==> src/shared/lmpw_pkg.sv <==
// lmpw_pkg: constants, register map and carrier types of the long-mode page walker.
// assumes a single 125 MHz core clock and a 32-bit APB register port.
//
// Overview of operation
// - activating long mode while physical-address extension is off raises a protection fault
// - 64-bit virtual addresses map onto physical addresses of up to 52 bits
// - every fetched table entry is taken as one 64-bit word
// - the walk starts at the top-level table, whose entry selects the pointer table
// - directory large-page bit picks 4K or 2M; legacy large-page enable is ignored
// - with huge pages built in, a pointer entry page-size bit ends walk at 1G
// - canonical means bits from the top implemented bit through 63 all equal
// - a non-canonical reference faults: protection fault, or stack fault for stack references
// - root pointer bits 51..12 are the top-level base; low 12 bits are zero
// - root bit 3 picks writeback (0) or writethrough (1) for top-level reads
// - root bit 4 allows (0) or forbids (1) caching of top-level reads
// - virtual bits 63..48 must be copies of bit 47
// - virtual bits 47..39 index the 512-entry top-level table
// - virtual bits 38..30 index the 512-entry directory-pointer table
// - virtual bits 29..21 index the 512-entry directory table
// - for 4K pages virtual bits 20..12 index the 512-entry leaf table
// - for 4K pages virtual bits 11..0 pass through as the page offset
// - sign-extension and top-index widths follow the supported virtual address width
// - directory entry with bit 7 clear continues to a leaf table, 4K page
// - top-level entry: no-execute bit 63, available 62..52, base 51..12, bit 7 zero
// - for 2M pages virtual bits 20..0 pass through; no leaf table read
// - for 1G pages virtual bits 29..0 pass through; no directory or leaf read
package lmpw_pkg;

  localparam int VA_BITS_DEF = 48;
  localparam int PA_BITS_DEF = 52;
  localparam int HUGE_PAGES_DEF = 1;

  localparam logic [11:0] OFF_ROOT_LO = 12'h000;
  localparam logic [11:0] OFF_ROOT_HI = 12'h004;
  localparam logic [11:0] OFF_CTRL    = 12'h008;
  localparam logic [11:0] OFF_STATUS  = 12'h00c;

  localparam int CTRL_PAE = 0;
  localparam int CTRL_LME = 1;
  localparam int CTRL_PSE = 2;
  localparam int STAT_ACT_FAULT = 0;
  localparam int STAT_LMA = 1;
  localparam int STAT_BUSY = 2;

  localparam logic [63:0] ROOT_RST = 64'h0;
  localparam logic [2:0]  CTRL_RST = 3'h0;

  localparam int ROOT_WT_BIT = 3;
  localparam int ROOT_CD_BIT = 4;
  localparam int ENT_WT_BIT = 3;
  localparam int ENT_CD_BIT = 4;
  localparam int ENT_PS_BIT = 7;
  localparam int ENT_NX_BIT = 63;
  localparam int BASE_LO = 12;
  localparam int BASE_HI = 51;
  localparam int PADDR_W = 52;
  localparam int IDX_W = 9;
  localparam int TOP_IDX_LO = 39;
  localparam int PTR_IDX_LO = 30;
  localparam int DIR_IDX_LO = 21;
  localparam int LEAF_IDX_LO = 12;
  localparam int OFF_4K_W = 12;
  localparam int OFF_2M_W = 21;
  localparam int OFF_1G_W = 30;

  typedef enum logic [2:0] {
    ST_IDLE = 3'h0,
    ST_TOP  = 3'h1,
    ST_PTR  = 3'h3,
    ST_DIR  = 3'h2,
    ST_LEAF = 3'h6,
    ST_RESP = 3'h7
  } lmpw_state_e;

  typedef enum logic [1:0] {
    FLT_NONE = 2'h0,
    FLT_GP   = 2'h1,
    FLT_SS   = 2'h2
  } lmpw_fault_e;

  typedef enum logic [1:0] {
    SZ_4K = 2'h0,
    SZ_2M = 2'h1,
    SZ_1G = 2'h2
  } lmpw_size_e;

  typedef struct packed {
    logic [63:0] vaddr;
    logic        isStack;
  } lmpw_xreq_s;

  typedef struct packed {
    logic [PADDR_W-1:0] paddr;
    lmpw_fault_e        fault;
    lmpw_size_e         size;
    logic               noExecute;
  } lmpw_xrsp_s;

  typedef struct packed {
    logic [PADDR_W-1:0] addr;
    logic               cacheDisable;
    logic               writethrough;
  } lmpw_mreq_s;

endpackage

==> src/logic/lmpw_top.sv <==
// lmpw_top: long-mode page walker with canonical check and APB control registers.
// assumes memory answers each held table read with one memRspValid pulse and a 64-bit entry.
`timescale 1ns/10ps
module lmpw_top #(
  parameter int VA_BITS    = lmpw_pkg::VA_BITS_DEF,
  parameter int PA_BITS    = lmpw_pkg::PA_BITS_DEF,
  parameter int HUGE_PAGES = lmpw_pkg::HUGE_PAGES_DEF
) (
  input  wire logic               core_clk,
  input  wire logic               rst_n,
  input  wire logic [11:0]        paddr,
  input  wire logic               psel,
  input  wire logic               penable,
  input  wire logic               pwrite,
  input  wire logic [31:0]        pwdata,
  input  wire logic [3:0]         pstrb,
  output logic [31:0]             prdata,
  output logic                    pready,
  output logic                    pslverr,
  input  wire logic               xreqValid,
  input  wire lmpw_pkg::lmpw_xreq_s xreq,
  output logic                    xreqReady,
  output logic                    xrspValid,
  output lmpw_pkg::lmpw_xrsp_s    xrsp,
  output logic                    memReqValid,
  output lmpw_pkg::lmpw_mreq_s    memReq,
  input  wire logic               memRspValid,
  input  wire logic [63:0]        memRdata
);

  // supported virtual width must keep four levels of 9-bit indices
  if (VA_BITS < 40 || VA_BITS > 48) begin : gVaCheck
    $error("VA_BITS must lie between 40 and 48");
  end
  if (PA_BITS < 32 || PA_BITS > 52) begin : gPaCheck
    $error("PA_BITS must lie between 32 and 52");
  end
  if (HUGE_PAGES < 0 || HUGE_PAGES > 1) begin : gHugeCheck
    $error("HUGE_PAGES must be 0 or 1");
  end

  localparam logic [63:0] ALL_ONES = 64'hffff_ffff_ffff_ffff;
  localparam logic [63:0] CANON_ONES = ALL_ONES >> (VA_BITS - 1);
  localparam logic [8:0]  TOP_MASK = 9'h1ff >> (48 - VA_BITS);
  localparam logic [51:0] PA_MASK = 52'hf_ffff_ffff_ffff >> (52 - PA_BITS);

  typedef struct packed {
    lmpw_pkg::lmpw_state_e st;
    logic [63:0]           root;
    logic                  pae;
    logic                  lme;
    logic                  pse;
    logic                  actFault;
    logic [63:0]           vaddr;
    logic                  isStack;
    logic                  nxAcc;
    logic                  memReqValid;
    lmpw_pkg::lmpw_mreq_s  memReq;
    logic                  xreqReady;
    logic                  xrspValid;
    lmpw_pkg::lmpw_xrsp_s  xrsp;
    logic                  pready;
    logic                  pslverr;
    logic [31:0]           prdata;
  } lmpw_regs_s;

  lmpw_regs_s s;
  lmpw_regs_s next_s;
  logic [1:0] rstSync;
  logic       rstSyncN;

  // reset enters asynchronously but releases through two flops
  always_ff @(posedge core_clk or negedge rst_n) begin
    if (!rst_n) begin
      rstSync <= 2'h0;
    end else begin
      rstSync <= {rstSync[0], 1'b1};
    end
  end
  assign rstSyncN = rstSync[1];

  // merge one write word into a register under the byte strobes
  function automatic logic [31:0] strbMerge(
    input logic [31:0] old,
    input logic [31:0] wdat,
    input logic [3:0]  strb
  );
    logic [31:0] res;
    res = old;
    for (int b = 0; b < 4; b++) begin
      if (strb[b]) begin
        res[8*b +: 8] = wdat[8*b +: 8];
      end
    end
    return res;
  endfunction

  // entry base masked to the supported width, low 12 bits forced to zero
  function automatic logic [51:0] entryBase(input logic [63:0] ent);
    logic [51:0] b;
    b = ent[lmpw_pkg::BASE_HI:0] & PA_MASK;
    b[lmpw_pkg::BASE_LO-1:0] = 12'h000;
    return b;
  endfunction

  // next table address: base from entry, 9-bit index, 8-byte entry slot
  function automatic logic [51:0] tableAddr(
    input logic [63:0] ent,
    input logic [8:0]  idx
  );
    logic [51:0] b;
    b = entryBase(ent);
    return {b[lmpw_pkg::BASE_HI:lmpw_pkg::BASE_LO], idx, 3'h0};
  endfunction

  logic        canon;
  logic [63:0] hiBits;
  logic [8:0]  idxTop;
  logic [8:0]  idxPtr;
  logic [8:0]  idxDir;
  logic [8:0]  idxLeaf;
  logic [51:0] entBase;
  logic        mapped;
  logic [31:0] rdWord;
  logic [31:0] ctrlWr;
  logic        apbSetup;
  logic        apbWrite;

  always_comb begin
    // bits at and above the top implemented bit must all match
    hiBits = xreq.vaddr >> (VA_BITS - 1);
    canon = (hiBits == 64'h0) || (hiBits == CANON_ONES);
    idxTop  = xreq.vaddr[lmpw_pkg::TOP_IDX_LO +: lmpw_pkg::IDX_W] & TOP_MASK;
    idxPtr  = s.vaddr[lmpw_pkg::PTR_IDX_LO +: lmpw_pkg::IDX_W];
    idxDir  = s.vaddr[lmpw_pkg::DIR_IDX_LO +: lmpw_pkg::IDX_W];
    idxLeaf = s.vaddr[lmpw_pkg::LEAF_IDX_LO +: lmpw_pkg::IDX_W];
    entBase = entryBase(memRdata);
    apbSetup = psel && !penable && !s.pready;
    apbWrite = psel && penable && s.pready && pwrite;
    mapped = (paddr == lmpw_pkg::OFF_ROOT_LO) || (paddr == lmpw_pkg::OFF_ROOT_HI) ||
             (paddr == lmpw_pkg::OFF_CTRL) || (paddr == lmpw_pkg::OFF_STATUS);
    unique case (paddr)
      lmpw_pkg::OFF_ROOT_LO: rdWord = s.root[31:0];
      lmpw_pkg::OFF_ROOT_HI: rdWord = s.root[63:32];
      lmpw_pkg::OFF_CTRL:    rdWord = {29'h0, s.pse, s.lme, s.pae};
      lmpw_pkg::OFF_STATUS:  rdWord = {29'h0, (s.st != lmpw_pkg::ST_IDLE),
                                       (s.lme && s.pae), s.actFault};
      default:               rdWord = 32'h0;
    endcase
    ctrlWr = strbMerge({29'h0, s.pse, s.lme, s.pae}, pwdata, pstrb);

    next_s = s;
    next_s.xrspValid = 1'b0;

    // apb: answer is registered in the setup cycle, ready in the access cycle
    next_s.pready = apbSetup;
    if (apbSetup) begin
      next_s.prdata = pwrite ? 32'h0 : rdWord;
      next_s.pslverr = !mapped;
    end else begin
      next_s.pslverr = 1'b0;
    end

    if (apbWrite && mapped) begin
      unique case (paddr)
        lmpw_pkg::OFF_ROOT_LO: begin
          // reserved and over-width bits are kept as written
          next_s.root[31:0] = strbMerge(s.root[31:0], pwdata, pstrb);
        end
        lmpw_pkg::OFF_ROOT_HI: begin
          next_s.root[63:32] = strbMerge(s.root[63:32], pwdata, pstrb);
        end
        lmpw_pkg::OFF_CTRL: begin
          next_s.pae = ctrlWr[lmpw_pkg::CTRL_PAE];
          // legacy large-page enable is held for software only; paging ignores it
          next_s.pse = ctrlWr[lmpw_pkg::CTRL_PSE];
          if (ctrlWr[lmpw_pkg::CTRL_LME] && !ctrlWr[lmpw_pkg::CTRL_PAE]) begin
            next_s.lme = 1'b0;
          end else begin
            next_s.lme = ctrlWr[lmpw_pkg::CTRL_LME];
          end
        end
        lmpw_pkg::OFF_STATUS: begin
          if (pstrb[0] && pwdata[lmpw_pkg::STAT_ACT_FAULT]) begin
            next_s.actFault = 1'b0;
          end
        end
        default: begin
          next_s.actFault = s.actFault;
        end
      endcase
    end
    // the set comes after the clear so a fresh fault is never lost
    if (apbWrite && paddr == lmpw_pkg::OFF_CTRL &&
        ctrlWr[lmpw_pkg::CTRL_LME] && !ctrlWr[lmpw_pkg::CTRL_PAE]) begin
      next_s.actFault = 1'b1;
    end

    unique case (s.st)
      lmpw_pkg::ST_IDLE: begin
        if (xreqValid && s.xreqReady) begin
          next_s.vaddr = xreq.vaddr;
          next_s.isStack = xreq.isStack;
          next_s.nxAcc = 1'b0;
          if (!canon) begin
            next_s.st = lmpw_pkg::ST_RESP;
            next_s.xrspValid = 1'b1;
            next_s.xrsp.paddr = '0;
            next_s.xrsp.size = lmpw_pkg::SZ_4K;
            next_s.xrsp.noExecute = 1'b0;
            next_s.xrsp.fault = xreq.isStack ? lmpw_pkg::FLT_SS : lmpw_pkg::FLT_GP;
          end else begin
            // the root is sampled here so a later write cannot tear this walk
            next_s.st = lmpw_pkg::ST_TOP;
            next_s.memReqValid = 1'b1;
            next_s.memReq.addr = tableAddr(s.root, idxTop);
            next_s.memReq.writethrough = s.root[lmpw_pkg::ROOT_WT_BIT];
            next_s.memReq.cacheDisable = s.root[lmpw_pkg::ROOT_CD_BIT];
          end
        end
      end
      lmpw_pkg::ST_TOP: begin
        if (memRspValid) begin
          // top-level entry: next-table base in 51..12, no-execute in 63
          next_s.nxAcc = s.nxAcc | memRdata[lmpw_pkg::ENT_NX_BIT];
          next_s.st = lmpw_pkg::ST_PTR;
          next_s.memReq.addr = tableAddr(memRdata, idxPtr);
          next_s.memReq.writethrough = memRdata[lmpw_pkg::ENT_WT_BIT];
          next_s.memReq.cacheDisable = memRdata[lmpw_pkg::ENT_CD_BIT];
        end
      end
      lmpw_pkg::ST_PTR: begin
        if (memRspValid) begin
          next_s.nxAcc = s.nxAcc | memRdata[lmpw_pkg::ENT_NX_BIT];
          if (HUGE_PAGES == 1 && memRdata[lmpw_pkg::ENT_PS_BIT]) begin
            next_s.st = lmpw_pkg::ST_RESP;
            next_s.memReqValid = 1'b0;
            next_s.xrspValid = 1'b1;
            next_s.xrsp.fault = lmpw_pkg::FLT_NONE;
            next_s.xrsp.size = lmpw_pkg::SZ_1G;
            next_s.xrsp.noExecute = s.nxAcc | memRdata[lmpw_pkg::ENT_NX_BIT];
            next_s.xrsp.paddr = {entBase[51:lmpw_pkg::OFF_1G_W],
                                 s.vaddr[lmpw_pkg::OFF_1G_W-1:0]};
          end else begin
            next_s.st = lmpw_pkg::ST_DIR;
            next_s.memReq.addr = tableAddr(memRdata, idxDir);
            next_s.memReq.writethrough = memRdata[lmpw_pkg::ENT_WT_BIT];
            next_s.memReq.cacheDisable = memRdata[lmpw_pkg::ENT_CD_BIT];
          end
        end
      end
      lmpw_pkg::ST_DIR: begin
        if (memRspValid) begin
          next_s.nxAcc = s.nxAcc | memRdata[lmpw_pkg::ENT_NX_BIT];
          if (memRdata[lmpw_pkg::ENT_PS_BIT]) begin
            next_s.st = lmpw_pkg::ST_RESP;
            next_s.memReqValid = 1'b0;
            next_s.xrspValid = 1'b1;
            next_s.xrsp.fault = lmpw_pkg::FLT_NONE;
            next_s.xrsp.size = lmpw_pkg::SZ_2M;
            next_s.xrsp.noExecute = s.nxAcc | memRdata[lmpw_pkg::ENT_NX_BIT];
            next_s.xrsp.paddr = {entBase[51:lmpw_pkg::OFF_2M_W],
                                 s.vaddr[lmpw_pkg::OFF_2M_W-1:0]};
          end else begin
            next_s.st = lmpw_pkg::ST_LEAF;
            next_s.memReq.addr = tableAddr(memRdata, idxLeaf);
            next_s.memReq.writethrough = memRdata[lmpw_pkg::ENT_WT_BIT];
            next_s.memReq.cacheDisable = memRdata[lmpw_pkg::ENT_CD_BIT];
          end
        end
      end
      lmpw_pkg::ST_LEAF: begin
        if (memRspValid) begin
          next_s.st = lmpw_pkg::ST_RESP;
          next_s.memReqValid = 1'b0;
          next_s.xrspValid = 1'b1;
          next_s.xrsp.fault = lmpw_pkg::FLT_NONE;
          next_s.xrsp.size = lmpw_pkg::SZ_4K;
          next_s.xrsp.noExecute = s.nxAcc | memRdata[lmpw_pkg::ENT_NX_BIT];
          next_s.xrsp.paddr = {entBase[51:lmpw_pkg::OFF_4K_W],
                               s.vaddr[lmpw_pkg::OFF_4K_W-1:0]};
        end
      end
      lmpw_pkg::ST_RESP: begin
        next_s.st = lmpw_pkg::ST_IDLE;
      end
      default: begin
        next_s.st = lmpw_pkg::ST_IDLE;
        next_s.memReqValid = 1'b0;
      end
    endcase

    // new requests only in long mode, and only once the walker is idle
    next_s.xreqReady = (next_s.st == lmpw_pkg::ST_IDLE) && next_s.lme && next_s.pae;
  end

  always_ff @(posedge core_clk or negedge rstSyncN) begin
    if (!rstSyncN) begin
      s <= '{st: lmpw_pkg::ST_IDLE,
             root: lmpw_pkg::ROOT_RST,
             pae: lmpw_pkg::CTRL_RST[lmpw_pkg::CTRL_PAE],
             lme: lmpw_pkg::CTRL_RST[lmpw_pkg::CTRL_LME],
             pse: lmpw_pkg::CTRL_RST[lmpw_pkg::CTRL_PSE],
             actFault: 1'b0,
             vaddr: 64'h0,
             isStack: 1'b0,
             nxAcc: 1'b0,
             memReqValid: 1'b0,
             memReq: '0,
             xreqReady: 1'b0,
             xrspValid: 1'b0,
             xrsp: '0,
             pready: 1'b0,
             pslverr: 1'b0,
             prdata: 32'h0};
    end else begin
      s <= next_s;
    end
  end

  assign prdata      = s.prdata;
  assign pready      = s.pready;
  assign pslverr     = s.pslverr;
  assign xreqReady   = s.xreqReady;
  assign xrspValid   = s.xrspValid;
  assign xrsp        = s.xrsp;
  assign memReqValid = s.memReqValid;
  assign memReq      = s.memReq;

endmodule // lmpw_top

==> config.mk <==
export PLATFORM = sky130hd
export DESIGN_NAME = lmpw_top
export DESIGN_NICKNAME = d
export VERILOG_FILES = /design/src/shared/lmpw_pkg.sv /design/src/logic/lmpw_top.sv
export SDC_FILE = /design/constraint.sdc
export NUM_CORES = 1
export LEC_CHECK = 0
export ABC_AREA = 1
export BUFFER_PORTS_ARGS = -buffer_cell sky130_fd_sc_hd__buf_2
export CAP_MARGIN = 20
export CORE_UTILIZATION = 45
export DETAILED_ROUTE_END_ITERATION = 16
export MAX_ROUTING_LAYER = met4
export PLACE_DENSITY_LB_ADDON = 0.05
export SETUP_SLACK_MARGIN = 0.15
export SYNTH_ARGS = -nofsm -noshare
export SYNTH_HDL_FRONTEND = slang
export SYNTH_SLANG_ARGS = --single-unit
==> constraint.sdc <==
create_clock -name core_clk -period 8.1 [get_ports core_clk]
set_clock_uncertainty 0.2 [all_clocks]
set_input_delay 0.81 -clock core_clk [delete_from_list [all_inputs] [get_ports core_clk]]
set_output_delay 0.81 -clock core_clk [all_outputs]
set_load 0.05 [all_outputs]
Word level (Yosys, flattened, before mapping)
Index checks and enable logic that the tools add are counted.
Storage, ports and cells
  register bits: 261
  bits of input ports: 184
  output and inout bits: 148
  logic and storage cells: 141
Cells by class
  eq/ne operators: 20
  muxes and demuxes: 41
  bitwise operators: 2
  reductions and logical operators: 49
Operators with widths (count)
  2-to-1 mux 58 bit: 7
  one-hot mux 58 bit (4 select lines): 1
  one-hot mux 54 bit (4 select lines): 1
  2-to-1 mux 56 bit: 3
  2-to-1 mux 54 bit: 3
  one-hot mux 32 bit (4 select lines): 1
  zero test 64 bit: 1
  2-to-1 mux 55 bit: 1
  2-to-1 mux 32 bit: 1
  AND reduction 3 bit: 10
  2-to-1 mux 3 bit: 9
  == test 12 x 4 -> 1 bit (second input constant): 2
  != test 2 bit (second input constant): 11
  == test 17 bit (second input constant): 1
  AND reduction 8 bit: 2
  logical AND 1 bit: 15
  one-hot mux 3 bit (5 select lines): 1
  == test 12 x 3 -> 1 bit (second input constant): 1
  zero test 12 bit: 1
  2-to-1 mux 1 bit: 9
  nonzero test 4 bit: 2
  == test 3 x 2 -> 1 bit (second input constant): 2
  == test 3 bit (second input constant): 2
  zero test 3 bit: 2
  other kinds (15): 23

Logic depth before layout (Yosys ltp)
  depth in word-level cells: 8
  gate-level depth with buffers: 11
  mapped depth without buffers: 10

Worst setup path before layout
No wires, ideal clock.
  path type: input port to flip-flop
  from: input paddr[0]
  to: register s[256] (netlist name)
  arrival: 1.915 ns
  path slack: 5.868 ns
  cell stages on the path: 9
  path buffers: 1
  cells stage by stage: inv_1 > nand2_1 > nor2_1 > o21ai_1 > nand2_2 > nand3_4 > buf_6 > nand2_1 > o21ai_2
On the way
  cells in the longest elaborated chain, start to end: 6
RTL lines
  start, declared: RTL line lmpw_top.sv:11  | input wire logic [11:0] paddr,
  == test 12 x 3 -> 1 bit or zero test 12 bit (tied branches)
  logical OR 1 bit (2 in series): RTL line lmpw_top.sv:140  | mapped = (paddr == lmpw_pkg::OFF_ROOT_LO) || (paddr == lmpw_pkg::OFF_ROOT_HI) ||
  logical OR 1 bit: RTL line lmpw_top.sv:141  | (paddr == lmpw_pkg::OFF_CTRL) || (paddr == lmpw_pkg::OFF_STATUS);
  logical AND 1 bit: RTL line lmpw_top.sv:164  | if (apbWrite && mapped) begin
  AND reduction 3 bit (no source line) (*)
  end signal, assigned: RTL line lmpw_top.sv:299  | s <= '{st: lmpw_pkg::ST_IDLE,
  end signal, assigned: RTL line lmpw_top.sv:317  | s <= next_s;
  end, declared: RTL line lmpw_top.sv:67  | lmpw_regs_s s;
Every way passes the cells marked *; elsewhere a longest branch is shown, timed or not.
A chain may end at the register's enable or synchronous reset.

Final worst setup path
  from: register s[284] (netlist name)
  to: register s, in the netlist memReq[32]
On the way
  cells in the longest elaborated chain, start to end: 3
RTL lines
  == test 3 x 2 -> 1 bit (tied with other cells): RTL line lmpw_top.sv:199  | unique case (s.st)
  != test 2 bit (no source line) or nonzero test 4 bit (tied branches)
  AND reduction 8 bit (no source line)
Parallel ways exist; a longest one is shown, timed or not.

==> flow_summary.yaml <==
status:
  status: "completed"
synthesis:
  synth_seq_cells: 258
  synth_top_area_cell: "dfrtp_1"
  ys.warnings.count: 0
  syn_avg_cell_area_um2: 8.52
  syn-cell-area_mm2: 0.0128
  synth_top_area_share: 0.505
  synth_area_leaders: "dfrtp_1, nand2_1, buf_4"
  syn_inst: 1499
  seq_area_frac_synth: 0.505
  synth_cell_types: 29
power_and_ir_drop:
  p_int_mw: 2.68
  clkPwrFrac: 0.276
  comb_power_share: 0.388
  power_density_mw_per_mm2: 329
  ir_worst_vdd_mv: 0.210
  finalPower_mw: 4.77
  seqPwrFrac: 0.337
  power_switching_share: 0.438
  p_switching_mw: 2.09
  p_leak_nw: 7.99
worst_setup_path:
  slowest_stage: "nor2_1"
  path_delay_family: "simple AND/OR/NAND/NOR gates"
  crit_arrival_ps: 3600
  critical_path_buf_inv_count: 3
  crit_top_cell: "nand2_1"
  cp_max_fo: 52
  critical_path_class: "reg2reg"
  critPathRequiredTime_ps: 8360
  cpPeakStageDelay_ps: 800
  cp-start-kind: "flop"
  endpoint_kind: "flop"
  path_cells: "inv_2, nand2_1, nor2_1, nand2_1, nand3_1, nor2_4, buf_4, nand2_2, buf_4, nand2_1, nand2_1"
global_route:
  globalRouteTotalUtil: 0.251
  grt_max_degree: 160
  grt_pass1_wl_um: 54500
  grt-ovfl-total: 0
  first_global_vias: 9499
  antenna_found_initial: 1
timing:
  setup_viol: 0
  whs_ps: 139
  worst_slew_pin_slew_ps: 1040
  fin_crit_sh: 0.412
  final_max_slew_viol_count: 0
  fmax_mhz: 300
  finalCriticalPeriod_ps: 3340
  slew_headroom: 0.302
  hold_violations: 0
  rsz0062_at_grt: "false"
  fin_tns_setup_ps: 0
die:
  die_y_um: 170
  die_w_um: 170
  core_area_mm2: 0.0279
  boundaryPins: 332
  dieArea_mm2: 0.0291
  rows: 61
  start_util: 0.459
placement:
  portBuffers: 308
  placedCellCount: 1986
  gp_congestion: 0.869
  hpwl_um: 24800
flow_run:
  drv_cap: 0
detailed_routing:
  routedWlPerCell_um: 17.4
  drt_iter0_drc: 761
  wirelength_um: 35500
  first_pass_iters: 5
  vias: 10200
  ant_nets: 0
  vias_per_cell: 4.99
  drc_errors: 0
cts:
  htreeDepth: 1
  numCtsBuffers: 29
  clock-sinks: 258
  cts_tree: "built"
  clkLatencyLatePin_ps: 540
  cts_resized: 0
  clkTransAtPathRegs_ps: 60
  clk_path_buf_depth: 3
  clockRootBuffer: "clkbuf_16"
  post_cts_buffers: 0
finish:
  drive_gt1_frac: 0.278
  areaGrowthSynthToFinish_pct: 13.3
  final_nets: 1826
  final_cells: 2037
worst_hold_path:
  hold_class: "reg2async"
[metal layers]
| layer | vias to the layer above | track usage | wire, µm |
|---|---|---|---|
| met5 | - | - | 0 |
| met4 | 0 | 0.0525 | 721 |
| met3 | 41 | 0.0363 | 1980 |
| met2 | 302 | 0.389 | 16300 |
| met1 | 4866 | 0.351 | 16500 |
| li1 | 4954 | - | - |
[registers in the layout, indices dropped and copies added (netlist names)]
| signal | flops |
|---|---|
| memReqValid | 1 |
| xrsp | 57 |
| xreqReady | 1 |
| pslverr | 1 |
| memReq | 51 |
| xrspValid | 1 |
| idxPtr | 9 |
| idxLeaf | 9 |
| s | 84 |
| pready | 1 |
| idxDir | 9 |
| prdata | 32 |
| rstSync | 2 |
[area by class of cell]
| class | count | area, µm² |
|---|---|---|
| Sequential cell | 258 | 6460 |
| Tap cell | 378 | 473 |
| Antenna cell | 1 | 2.50 |
| Fill cell | 2758 | 13400 |
| Inverter | 108 | 405 |
| Timing Repair Buffer | 323 | 1680 |
| Clock buffer | 41 | 831 |
| Multi-Input combinational cell | 922 | 4510 |
| Clock inverter | 6 | 108 |
[cells by family after synthesis]
kind of cell	after synthesis	share of synthesized area
DFF	258	0.505
muxes	39	0.0344
AOI/OAI and AO/OA	196	0.0907
and+or+nand+nor	683	0.225
other	2	0.000588
buffers and inverters	321	0.144
[placed cells by master (no fill, tap or decap), drive strengths merged]
cell | Yosys | final
dfrtp | 258 | 258
a21oi | 6 | 6
a211oi | 1 | 1
o31ai | 1 | 1
buf | 187 | 322
inv | 106 | 106
clkbuf | 26 | 41
nor2 | 43 | 43
bufinv | 0 | 3
o21ai | 170 | 170
clkinvlp | 0 | 1
or2 | 1 | 1
diode | 0 | 1
dlygate4sd3 | 0 | 1
a22oi | 18 | 18
nand4 | 16 | 16
mux2 | 39 | 39
nor3 | 1 | 1
nand3 | 138 | 138
nand2 | 483 | 483
clkinv | 2 | 4
conb | 2 | 4
nand3b | 1 | 1
[repair_timing]
action / in CTS / in global routing
hold endpoints to repair: 2 / 0
endpoints found under the setup margin: 0 / 0
hold buffers: 1 / 0
[through the flow]
step | setup WS [ps] | instance area, µm² | utilization
finish | 4760 | 14500 | 0.520
global route | 4460 | 14500 | 0.520
CTS | 4700 | 14500 | 0.519
detailed placement | 4610 | 13500 | 0.485
global placement | 4620 | 13500 | 0.484
floorplan | 178 | 12800 | -
[power groups by stage]
stage,clock network (mW),registers [mW],logic [mW]
after floorplan,0,1.62,1.63
after global placement,0,1.62,1.85
after detailed placement,0,1.63,1.86
after CTS,1.34,1.60,1.87
after global routing,1.39,1.63,2.00
final,1.31,1.60,1.85
[worst paths after layout]
path / from / to / slack (ps) / cells after the start
setup / recovery: s[284] / memReq[32] / 4760 / 11
hold / removal: rstSync[1] / memReq[27] / 140 / 0
setup reg to reg: s[284] / memReq[32] / 4760 / 11
hold reg to reg: rstSync[1] / memReq[27] / 140 / 0
max in group asynchronous: rstSync[1] / xrsp[3] / 6280 / 1
min in group core_clk: rstSync[0] / rstSync[1] / 150 / 0
[Yosys cell counts, drive strengths merged]
cell,number
mux2,39
nand3,138
dfrtp,258
clkbuf,26
o31ai,1
inv,106
nand2,483
conb,2
clkinv,2
nand3b,1
nor3,1
a22oi,18
nand4,16
a21oi,6
buf,187
nor2,43
a211oi,1
o21ai,170
or2,1
Power figures use the tool's default switching activity.
